[src/rtl/odtb_consts.svh]
`ifndef ODTB_CONSTS_SVH
`define ODTB_CONSTS_SVH

// ----------------------------------------------------------------
// capture storage
// ----------------------------------------------------------------
`define ODTB_FIFO_DEPTH      8
`define ODTB_CNT_FULL        4'h8
`define ODTB_CNT_RESET       4'h0
`define ODTB_WORD_RESET      16'h0000

// ----------------------------------------------------------------
// timing
// ----------------------------------------------------------------
`define ODTB_COF_HOLDOFF     2'h2

// ----------------------------------------------------------------
// reset values of the simple breakpoint
// ----------------------------------------------------------------
`define ODTB_BRK_EN_RESET    1'b0
`define ODTB_FTS_RESET       1'b0
`define ODTB_MATCH_RESET     16'h0000

`endif

[src/rtl/odtb_pkg.sv]
package odtb_pkg;

`include "odtb_consts.svh"

   // ----------------------------------------------------------------
   // modes and kinds
   // ----------------------------------------------------------------
   typedef enum logic [3:0] {
      TRG_A_ONLY,
      TRG_A_OR_B,
      TRG_A_THEN_B,
      TRG_A_AND_B_DATA,
      TRG_A_AND_NOT_B_DATA,
      TRG_EVENT_B,
      TRG_A_THEN_EVENT_B,
      TRG_INSIDE_RANGE,
      TRG_OUTSIDE_RANGE
   } odtb_trig_mode_type;

   typedef enum logic [2:0] {
      COF_NONE,
      COF_COND_TAKEN,
      COF_UNCOND_JUMP,
      COF_NEVER_TAKEN,
      COF_INDIRECT,
      COF_INTR_RETURN
   } odtb_cof_kind_type;

   // ----------------------------------------------------------------
   // carriers
   // ----------------------------------------------------------------
   typedef struct packed {
      logic        valid;     // one bus cycle this clock
      logic [15:0] addr;
      logic        readNotWrite;
      logic [7:0]  readData;
      logic [7:0]  writeData;
      logic        opFetch;   // cycle fetches an opcode
      logic        bgAccess;  // access made for the background controller
   } odtb_cpu_bus_type;

   typedef struct packed {
      logic              valid;
      odtb_cof_kind_type kind;
      logic [15:0]       srcAddr;
      logic [15:0]       dstAddr;
   } odtb_cof_type;

   typedef struct packed {
      logic               dbgEnable;
      odtb_trig_mode_type mode;
      logic               opcodeTrackingSelect;
      logic               beginTrace;
      logic               brkEnable;
      logic               tagSelect;
      logic [1:0]         directionQualifyEnable;  // [0] comparator A, [1] B
      logic [1:0]         directionMatchValue;     // 1 read, 0 write
      logic [1:0][15:0]   cmpValue;
   } odtb_dbg_cfg_type;

   typedef struct packed {
      logic                                simpleBreakEnable;
      logic                                forceTagSelect;
      logic [15:0]                         simpleBreakMatch;
      logic                                armed;
      logic                                storing;
      logic                                aFlag;
      logic                                bFlag;
      logic [3:0]                          fifoValidCount;
      logic [`ODTB_FIFO_DEPTH-1:0][15:0]   fifoMem;
      logic [1:0]                          holdoff;
      logic [1:0]                          trkPend;
      logic [1:0][15:0]                    trkAddr;
      logic [15:0]                         lastFetch;
      logic                                forceReq;
      logic                                tagReq;
      logic [7:0]                          fifoHigh;
      logic [7:0]                          fifoLow;
   } odtb_state_type;

endpackage

[src/rtl/odtb_debug.sv]
`timescale 1ns/1ps
// Operation
// - simple breakpoint compares address to 16-bit match
// - forced mode breaks on any access there
// - tagged mode marks opcode fetched at match
// - enable resets 0 and gates simple breakpoint requests
// - force/tag select 1 forced, 0 tagged
// - eight-stage capture fifo, address or data
// - comparators A,B with own direction qualify
// - opcode tracking triggers on execution; range modes ignore it
// - magnitude compares for inside/outside range
// - background controller accesses suppress comparators
// - A compares address; B address or data
// - B data uses write bus if A write-qualified
// - trigger breaks, stores data, begins or ends
// - valid word count reported while storing
// - change-of-flow words read high then low
// - event modes store bytes, low read shifts
// - trigger and next two cycles' cof dropped
// - end-trace trigger cof saved as last
// - unarmed low read pushes last fetch address
// - tag request rides opcode; force waits boundary
// - taken conditional stores source; always/never none
// - indirect, interrupt, return store destination
// - arm write sets armed, clears flags, count
module odtb_debug (
   input  wire logic                      clk,              // 10 MHz bus clock
   input  wire logic                      rstn,             // async reset, active low
   input  wire odtb_pkg::odtb_cpu_bus_type cpuBus,          // current cpu bus cycle
   input  wire logic                      opExec,           // opcode reached end of queue
   input  wire logic [15:0]               opExecAddr,       // address of executing opcode
   input  wire odtb_pkg::odtb_cof_type    cof,              // change-of-flow report
   input  wire logic                      scrWrite,         // background status/control write
   input  wire logic                      scrBreakEnable,   // simple_break_enable value
   input  wire logic                      scrForceTag,      // force_tag_select value
   input  wire logic                      matchWrite,       // simple break match write
   input  wire logic [15:0]               matchWriteData,   // simple break match value
   input  wire odtb_pkg::odtb_dbg_cfg_type dbgCfg,          // debug unit controls
   input  wire logic                      armWrite,         // write to the arm bit
   input  wire logic                      armValue,         // value written to arm
   input  wire logic                      fifoHighRead,     // read of trace_fifo_high_byte
   input  wire logic                      fifoLowRead,      // read of trace_fifo_low_byte
   output logic                           forceBreakReq,    // force-type request pulse
   output logic                           tagBreakReq,      // tag-type request pulse
   output logic [15:0]                    simpleBreakMatch, // read-back of match register
   output logic                           simpleBreakEnable,// read-back of enable
   output logic                           forceTagSelect,   // read-back of force/tag
   output logic [7:0]                     traceFifoHigh,    // fifo high byte port
   output logic [7:0]                     traceFifoLow,     // fifo low byte port
   output logic [3:0]                     fifoValidCount,   // valid words in fifo
   output logic                           armedFlag,        // run armed
   output logic                           aMatchFlag,       // comparator A matched
   output logic                           bMatchFlag        // comparator B matched
);
   import odtb_pkg::*;

   // ----------------------------------------------------------------
   // state
   // ----------------------------------------------------------------
   odtb_state_type stateReg;
   odtb_state_type stateNext;

   // ----------------------------------------------------------------
   // per-comparator address match and opcode tracking
   // ----------------------------------------------------------------
   logic [1:0] rawHit;
   logic [1:0] trkFire;
   logic [1:0] cmpHit;
   logic       busOk;

   // background controller cycles never reach the comparators
   assign busOk = cpuBus.valid & ~cpuBus.bgAccess;

   genvar ch;
   generate
      for (ch = 0; ch < 2; ch = ch + 1) begin : gCmp
         logic dirOk;
         assign dirOk       = ~dbgCfg.directionQualifyEnable[ch] |
                              (cpuBus.readNotWrite == dbgCfg.directionMatchValue[ch]);
         assign rawHit[ch]  = busOk & dirOk & (cpuBus.addr == dbgCfg.cmpValue[ch]);
         // fire only when the tracked opcode really executes
         assign trkFire[ch] = stateReg.trkPend[ch] & opExec &
                              (opExecAddr == stateReg.trkAddr[ch]);
         assign cmpHit[ch]  = dbgCfg.opcodeTrackingSelect ? trkFire[ch] : rawHit[ch];
      end
   endgenerate

   // ----------------------------------------------------------------
   // data and range compares
   // ----------------------------------------------------------------
   logic [7:0]  dataSel;
   logic        dataEqB;
   logic        aDirOk;
   logic        inRange;
   logic        outRange;
   logic [15:0] cofWord;
   logic        cofStore;
   logic        eventMode;
   logic        fullMode;

   always_comb begin
      // write bus only for a write-qualified comparator A
      if (dbgCfg.directionQualifyEnable[0] && !dbgCfg.directionMatchValue[0]) begin
         dataSel = cpuBus.writeData;
      end else begin
         dataSel = cpuBus.readData;
      end
      dataEqB  = (dataSel == dbgCfg.cmpValue[1][7:0]);
      aDirOk   = ~dbgCfg.directionQualifyEnable[0] |
                 (cpuBus.readNotWrite == dbgCfg.directionMatchValue[0]);
      inRange  = busOk & aDirOk & (cpuBus.addr >= dbgCfg.cmpValue[0]) &
                 (cpuBus.addr <= dbgCfg.cmpValue[1]);
      outRange = busOk & aDirOk & ((cpuBus.addr < dbgCfg.cmpValue[0]) |
                 (cpuBus.addr > dbgCfg.cmpValue[1]));
      eventMode = (dbgCfg.mode == TRG_EVENT_B) || (dbgCfg.mode == TRG_A_THEN_EVENT_B);
      fullMode  = (dbgCfg.mode == TRG_A_AND_B_DATA) || (dbgCfg.mode == TRG_A_AND_NOT_B_DATA);
   end

   // ----------------------------------------------------------------
   // change-of-flow word selection
   // ----------------------------------------------------------------
   always_comb begin
      cofStore = 1'b0;
      cofWord  = `ODTB_WORD_RESET;
      if (cof.valid) begin
         case (cof.kind)
            COF_COND_TAKEN: begin
               cofStore = 1'b1;
               cofWord  = cof.srcAddr;
            end
            COF_INDIRECT, COF_INTR_RETURN: begin
               cofStore = 1'b1;
               cofWord  = cof.dstAddr;
            end
            COF_UNCOND_JUMP, COF_NEVER_TAKEN: begin
               cofStore = 1'b0;
            end
            default: begin
               cofStore = 1'b0;
            end
         endcase
      end
   end

   // ----------------------------------------------------------------
   // trigger decode
   // ----------------------------------------------------------------
   logic trig;
   logic brkTrig;

   always_comb begin
      case (dbgCfg.mode)
         TRG_A_ONLY:           trig = cmpHit[0];
         TRG_A_OR_B:           trig = cmpHit[0] | cmpHit[1];
         TRG_A_THEN_B:         trig = stateReg.aFlag & cmpHit[1];
         TRG_A_AND_B_DATA:     trig = cmpHit[0] & dataEqB;
         TRG_A_AND_NOT_B_DATA: trig = cmpHit[0] & ~dataEqB;
         TRG_EVENT_B:          trig = cmpHit[1];
         TRG_A_THEN_EVENT_B:   trig = stateReg.aFlag & cmpHit[1];
         TRG_INSIDE_RANGE:     trig = inRange;
         TRG_OUTSIDE_RANGE:    trig = outRange;
         default:              trig = 1'b0;
      endcase
      // a tag request in full modes ignores the data half
      brkTrig = (fullMode && dbgCfg.tagSelect) ? cmpHit[0] : trig;
   end

   // ----------------------------------------------------------------
   // next state
   // ----------------------------------------------------------------
   always_comb begin
      logic        push;
      logic [15:0] pushWord;
      logic        shift;
      logic        runEnd;
      logic        simpleHit;
      stateNext = stateReg;
      push      = 1'b0;
      pushWord  = `ODTB_WORD_RESET;
      runEnd    = 1'b0;
      shift     = 1'b0;
      simpleHit = 1'b0;
      stateNext.forceReq = 1'b0;
      stateNext.tagReq   = 1'b0;

      // simple breakpoint registers
      if (scrWrite) begin
         stateNext.simpleBreakEnable = scrBreakEnable;
         stateNext.forceTagSelect    = scrForceTag;
      end
      if (matchWrite) begin
         stateNext.simpleBreakMatch = matchWriteData;
      end

      if (cpuBus.valid && cpuBus.opFetch) begin
         stateNext.lastFetch = cpuBus.addr;
      end

      // opcode tracking, one per comparator
      for (int i = 0; i < 2; i++) begin
         if (trkFire[i]) begin
            stateNext.trkPend[i] = 1'b0;
         end
         if (dbgCfg.opcodeTrackingSelect && rawHit[i] && cpuBus.opFetch) begin
            stateNext.trkPend[i] = 1'b1;
            stateNext.trkAddr[i] = cpuBus.addr;
         end
      end

      // arm / disarm
      if (armWrite) begin
         stateNext.armed = armValue;
         if (armValue) begin
            stateNext.aFlag          = 1'b0;
            stateNext.bFlag          = 1'b0;
            stateNext.fifoValidCount = `ODTB_CNT_RESET;
            // end-type runs store from arming, begin-type wait for trigger
            stateNext.storing        = ~dbgCfg.beginTrace & ~eventMode;
            stateNext.holdoff        = 2'h0;
         end
      end
      if (!dbgCfg.dbgEnable) begin
         stateNext.armed = 1'b0;
      end

      // run in progress
      if (stateReg.armed && !armWrite) begin
         // a same-cycle arm write wins over the hardware set
         if (cmpHit[0]) begin
            stateNext.aFlag = 1'b1;
         end
         if (cmpHit[1]) begin
            stateNext.bFlag = 1'b1;
         end
         if (eventMode) begin
            if (trig) begin
               push     = 1'b1;
               pushWord = {8'h00, cpuBus.readNotWrite ? cpuBus.readData : cpuBus.writeData};
            end
         end else if (dbgCfg.beginTrace) begin
            if (stateReg.holdoff != 2'h0 && cpuBus.valid) begin
               stateNext.holdoff = stateReg.holdoff - 2'h1;
            end
            if (trig && !stateReg.storing) begin
               // pipeline delay: triggering cof and two cycles after are lost
               stateNext.storing = 1'b1;
               stateNext.holdoff = `ODTB_COF_HOLDOFF;
            end else if (stateReg.storing && stateReg.holdoff == 2'h0 && cofStore) begin
               push     = 1'b1;
               pushWord = cofWord;
            end
         end else begin
            if (stateReg.storing && cofStore) begin
               push     = 1'b1;
               pushWord = cofWord;
            end
            if (trig) begin
               runEnd = 1'b1;
            end
         end
         if (brkTrig && dbgCfg.brkEnable) begin
            stateNext.tagReq   = dbgCfg.tagSelect;
            stateNext.forceReq = ~dbgCfg.tagSelect;
         end
      end

      // simple breakpoint, gated entirely by its enable
      simpleHit = stateReg.simpleBreakEnable && cpuBus.valid &&
                  (cpuBus.addr == stateReg.simpleBreakMatch);
      if (simpleHit) begin
         if (stateReg.forceTagSelect) begin
            stateNext.forceReq = 1'b1;
         end else if (cpuBus.opFetch) begin
            stateNext.tagReq = 1'b1;
         end
      end

      // profiling when not armed
      if (!stateReg.armed && fifoLowRead) begin
         push     = 1'b1;
         pushWord = stateReg.lastFetch;
      end

      // one shift serves both a push and a low-byte read
      shift = push | fifoLowRead;
      if (shift) begin
         for (int i = `ODTB_FIFO_DEPTH - 1; i > 0; i--) begin
            stateNext.fifoMem[i] = stateReg.fifoMem[i-1];
         end
         stateNext.fifoMem[0] = push ? pushWord : `ODTB_WORD_RESET;
      end
      if (push && stateReg.armed) begin
         if (stateReg.fifoValidCount != `ODTB_CNT_FULL) begin
            stateNext.fifoValidCount = stateReg.fifoValidCount + 4'h1;
         end
         if (dbgCfg.beginTrace || eventMode) begin
            if (stateReg.fifoValidCount == `ODTB_CNT_FULL - 4'h1) begin
               runEnd = 1'b1;
            end
         end
      end else if (fifoLowRead && !push && stateReg.fifoValidCount != `ODTB_CNT_RESET) begin
         stateNext.fifoValidCount = stateReg.fifoValidCount - 4'h1;
      end
      if (runEnd) begin
         stateNext.armed   = 1'b0;
         stateNext.storing = 1'b0;
      end

      // read port presents the oldest word
      stateNext.fifoHigh = stateNext.fifoMem[`ODTB_FIFO_DEPTH-1][15:8];
      stateNext.fifoLow  = stateNext.fifoMem[`ODTB_FIFO_DEPTH-1][7:0];
   end

   // ----------------------------------------------------------------
   // registers
   // ----------------------------------------------------------------
   always_ff @(posedge clk or negedge rstn) begin
      if (!rstn) begin
         stateReg                   <= '0;
         stateReg.simpleBreakEnable <= `ODTB_BRK_EN_RESET;
         stateReg.forceTagSelect    <= `ODTB_FTS_RESET;
         stateReg.simpleBreakMatch  <= `ODTB_MATCH_RESET;
         stateReg.fifoValidCount    <= `ODTB_CNT_RESET;
      end else begin
         stateReg <= stateNext;
      end
   end

   // ----------------------------------------------------------------
   // outputs
   // ----------------------------------------------------------------
   assign forceBreakReq     = stateReg.forceReq;
   assign tagBreakReq       = stateReg.tagReq;
   assign simpleBreakMatch  = stateReg.simpleBreakMatch;
   assign simpleBreakEnable = stateReg.simpleBreakEnable;
   assign forceTagSelect    = stateReg.forceTagSelect;
   assign traceFifoHigh     = stateReg.fifoHigh;
   assign traceFifoLow      = stateReg.fifoLow;
   assign fifoValidCount    = stateReg.fifoValidCount;
   assign armedFlag         = stateReg.armed;
   assign aMatchFlag        = stateReg.aFlag;
   assign bMatchFlag        = stateReg.bFlag;

endmodule

[config.mk]
export PLATFORM = sky130hd
export DESIGN_NAME = odtb_debug
export DESIGN_NICKNAME = d
export VERILOG_FILES = /design/src/rtl/odtb_pkg.sv /design/src/rtl/odtb_debug.sv
export VERILOG_INCLUDE_DIRS = /design/src /design/src/rtl
export SDC_FILE = /design/constraint.sdc
export NUM_CORES = 1
export LEC_CHECK = 0
export BUFFER_PORTS_ARGS = -buffer_cell sky130_fd_sc_hd__buf_4
export CORE_AREA = 2 2 142 144
export CTS_CLUSTER_DIAMETER = 150
export DETAILED_ROUTE_END_ITERATION = 16
export DIE_AREA = 0 0 144 146
export PLACE_DENSITY_LB_ADDON = 0.08
export SKIP_CTS_REPAIR_TIMING = 1
export SYNTH_ARGS = -nofsm -noshare
export SYNTH_HDL_FRONTEND = slang
export SYNTH_SLANG_ARGS = --single-unit
[constraint.sdc]
create_clock -name clk -period 3.2 [get_ports clk]
set_input_delay 0.48 -clock clk [delete_from_list [all_inputs] [get_ports clk]]
set_output_delay 0.48 -clock clk [all_outputs]
set_load 0.005 [all_outputs]
==> results_dict.tcl <==
set metrics [dict create \
    gp_congestion 0.912 \
    chipWidth_um 144 \
    setup_ws_ns 0.253 \
    vias_per_cell 5.46 \
    final_nets 1250 \
    drive_above_1_share 0.394 \
    dr.pass1.iters 4 \
    synth_flop_cell "dfrtp_1" \
    worstMarginPinSlew_ns 0.765 \
    pre_cts_ws_ns -0.0418 \
    yosysWarnings 0 \
    io_buffers 201 \
    rsz0062_at_grt "false" \
    arrival_ns 3.35 \
    maxCapViolations 0 \
    use_met2 0.399 \
    grtUsageMet1 0.313 \
    drc_errors 0 \
    dr_total_vias 7283 \
    h-tree-depth 1 \
    netlist_area_um2 10600 \
    reg2reg_from "stateReg[42]" \
    antennaDiodeCount 0 \
    numCtsBuffers 23 \
    area_growth_pct 23.4 \
    fin_hold_ws_ns 0.0235 \
    busiest_layer "met2" \
    grt_pass1_vias 7510 \
    crit_fanout 22 \
    met3_usage 0.0550 \
    clock_latency_ns 0.52 \
    status "complete, no violations" \
    core_um2 19300 \
    period_needed_ns 2.95 \
    synth_cell_types 60 \
    io_pins 203 \
    ir_drop_mv 0.392 \
    multi_input_area_um2 4800 \
    critical_path_required_ns 3.60 \
    finClkSkew_ns 0.0110 \
    relSlewSlack 0.490 \
    crit_path_start "stateReg[42]" \
    grt_antenna_before_repair 0 \
    n_fill_cell 1490 \
    syn_inst 865 \
    async_reset_ff_frac 1.00 \
    period_share 0.921 \
    synth-edff-count 0 \
    drtIter0Drc 364 \
    syn_avg_cell_area_um2 12.3 \
    ys_ff_latch 208 \
    synth_fp_nets 1060 \
    finalWirelength_um 24400 \
    hold_class "primary input to asynchronous set/reset pin" \
    powerDensity_nw_per_um2 584 \
    yosysSeqAreaShare 0.491 \
    die_area_um2 21000 \
    num_rows 51 \
    register_area_um2 5200 \
    track_usage 0.237 \
    slew_violations 0 \
    fmax_mhz 339 \
    die_y_um 146 \
    grt_max_degree 96 \
    cts_tree "done" \
    end_kind "flop" \
    ant_nets 0 \
    dp_hpwl_um 18100 \
    critPathKind "flop to flop" \
    cts.clk_slew.worst_paths_ns 0.06 \
    cp-start-kind "flop" \
    root_buffer "clkbuf_16" \
    wire_per_inst_um 18.3 \
    grt_overflow 0 \
    setup_viol 0 \
    initial_utilization 0.548 \
    grt_pass1_wl_um 39400 \
    clock_sinks 208 \
    hold_viol 0 \
    clockBufferDepth 3 \
    p_leak_nw 6.29 \
]
[per-stage QoR]
stage                     total power, mW  setup TNS [ns]  utilization  std cells  instance area (um2)
after CTS                            7.74               0        0.677       1335                13100
after global routing                 8.05               0        0.677       1335                13100
after detailed placement             5.07           -1.01        0.638       1295                12300
after global placement               5.00          -0.967        0.638       1295                12300
after floorplan                      4.52               0            -        865                10600
final                                7.64               0        0.677       1335                13100
[registers in the layout, summed over array words and instances (netlist names)]
name / cells
forceBreakReq: 1
forceTagSelect: 1
fifoValidCount: 4
traceFifoHigh: 8
armedFlag: 1
stateReg: 166
tagBreakReq: 1
aMatchFlag: 1
traceFifoLow: 7
simpleBreakMatch: 16
simpleBreakEnable: 1
bMatchFlag: 1
[placed cells by master, fill, tap and decap left out, types with 7 or more instances in the layout]
| cell type | count |
|---|---|
| nor2_1 | 21 |
| clkbuf_16 | 23 |
| a21oi_1 | 25 |
| nand2b_1 | 11 |
| dfrtp_1 | 208 |
| ha_1 | 35 |
| nor3b_1 | 7 |
| mux2_2 | 135 |
| o21ai_0 | 11 |
| a22oi_1 | 18 |
| mux2i_1 | 19 |
| inv_1 | 42 |
| xor2_1 | 25 |
| nand4_1 | 19 |
| nand2_1 | 33 |
| nand3_1 | 19 |
| a221o_1 | 16 |
| o22ai_1 | 9 |
| xnor2_1 | 31 |
| clkbuf_1 | 7 |
| mux2_1 | 31 |
| mux2_4 | 11 |
| buf_4 | 227 |
[layer usage]
metal  vias up  share of wire
met5         -              0
met4         0          0.019
met3        34          0.063
met2       210           0.49
met1      3566           0.43
li1       3473              -
[worst max-delay path, cell delays in order, from the launching register on]
cell	delay, ns
dfrtp_1	0.38
xor2_1	0.14
nor4_1	0.37
nand4_1	0.28
o31ai_4	0.27
a21boi_1	0.28
a221oi_4	0.07
o21ai_4	0.21
buf_4	0.30
nand4b_1	0.20
o221a_2	0.32
[report_power, final]
part	internal [mW]	switching, mW	leakage (nW)	total, mW
registers	3.20	0.327	2.65	3.53
logic	0.909	0.569	3.27	1.48
clock network	1.59	1.05	0.370	2.64
total	5.69	1.95	6.29	7.64
[cells in the mapped netlist, types with 2 or more instances]
cell type / instances / area [um2]
mux2i_1: 19 / 190
nor2_1: 21 / 78.8
o211ai_1: 3 / 22.5
nor3_1: 6 / 30.0
inv_1: 42 / 158
and2_1: 3 / 18.8
a21o_1: 3 / 22.5
nand2b_1: 11 / 68.8
buf_1: 3 / 11.3
buf_6: 3 / 33.8
clkbuf_1: 14 / 52.6
nand4_1: 19 / 119
nand2_1: 33 / 124
and3_1: 2 / 12.5
nand3b_1: 2 / 15.0
a22o_1: 3 / 26.3
o2111ai_1: 2 / 17.5
mux2_1: 31 / 349
nand3_1: 19 / 95.1
a21oi_1: 25 / 125
nor2b_1: 6 / 37.5
nor4_1: 6 / 37.5
dfrtp_1: 208 / 5200
o21ai_0: 11 / 55.1
or3_1: 3 / 18.8
o31ai_1: 4 / 30.0
nor3b_1: 8 / 60.1
o22ai_1: 9 / 56.3
ha_1: 35 / 438
xnor2_1: 31 / 272
buf_2: 8 / 40.0
mux2_4: 11 / 165
buf_4: 40 / 300
mux2_2: 135 / 1520
a2bb2oi_1: 2 / 17.5
xor2_1: 25 / 219
a22oi_1: 18 / 135
a32o_1: 2 / 20.0
a221o_1: 16 / 160
a31oi_1: 2 / 12.5
o221ai_1: 2 / 17.5
[layout make-up]
cell class                 instances  area share
tap                              265      0.0253
sequential                       208       0.398
clock buffer                      34      0.0502
clock inverter                     6     0.00727
multi-input combinational        546       0.367
inverter                          42      0.0121
timing repair buffer             234       0.140
[cell families (layout without fill, tap and decap cells)]
| logic type | Yosys count | in the layout | synth area share |
|---|---|---|---|
| fa+ha+maj | 35 | 35 | 0.0413 |
| mux | 196 | 196 | 0.210 |
| buf+inv | 111 | 316 | 0.0576 |
| xor+xnor | 56 | 56 | 0.0463 |
| compound gates | 114 | 114 | 0.0812 |
| simple gates | 145 | 145 | 0.0730 |
| flops | 208 | 208 | 0.491 |
[worst paths after layout]
| path | cells after the start | slack [ns] | endpoint |
|---|---|---|---|
| worst max-delay path | 10 | 0.25 | armedFlag |
| worst min-delay path | 1 | 0.02 | stateReg[181] |
| worst max register to register | 10 | 0.25 | armedFlag |
| worst min register to register | 1 | 0.47 | stateReg[110] |
| max in group asynchronous | 2 | 2.37 | stateReg[37] |
| min in group clk | 2 | 0.19 | simpleBreakEnable |
Note: power is estimated with default switching activity, not from simulation.
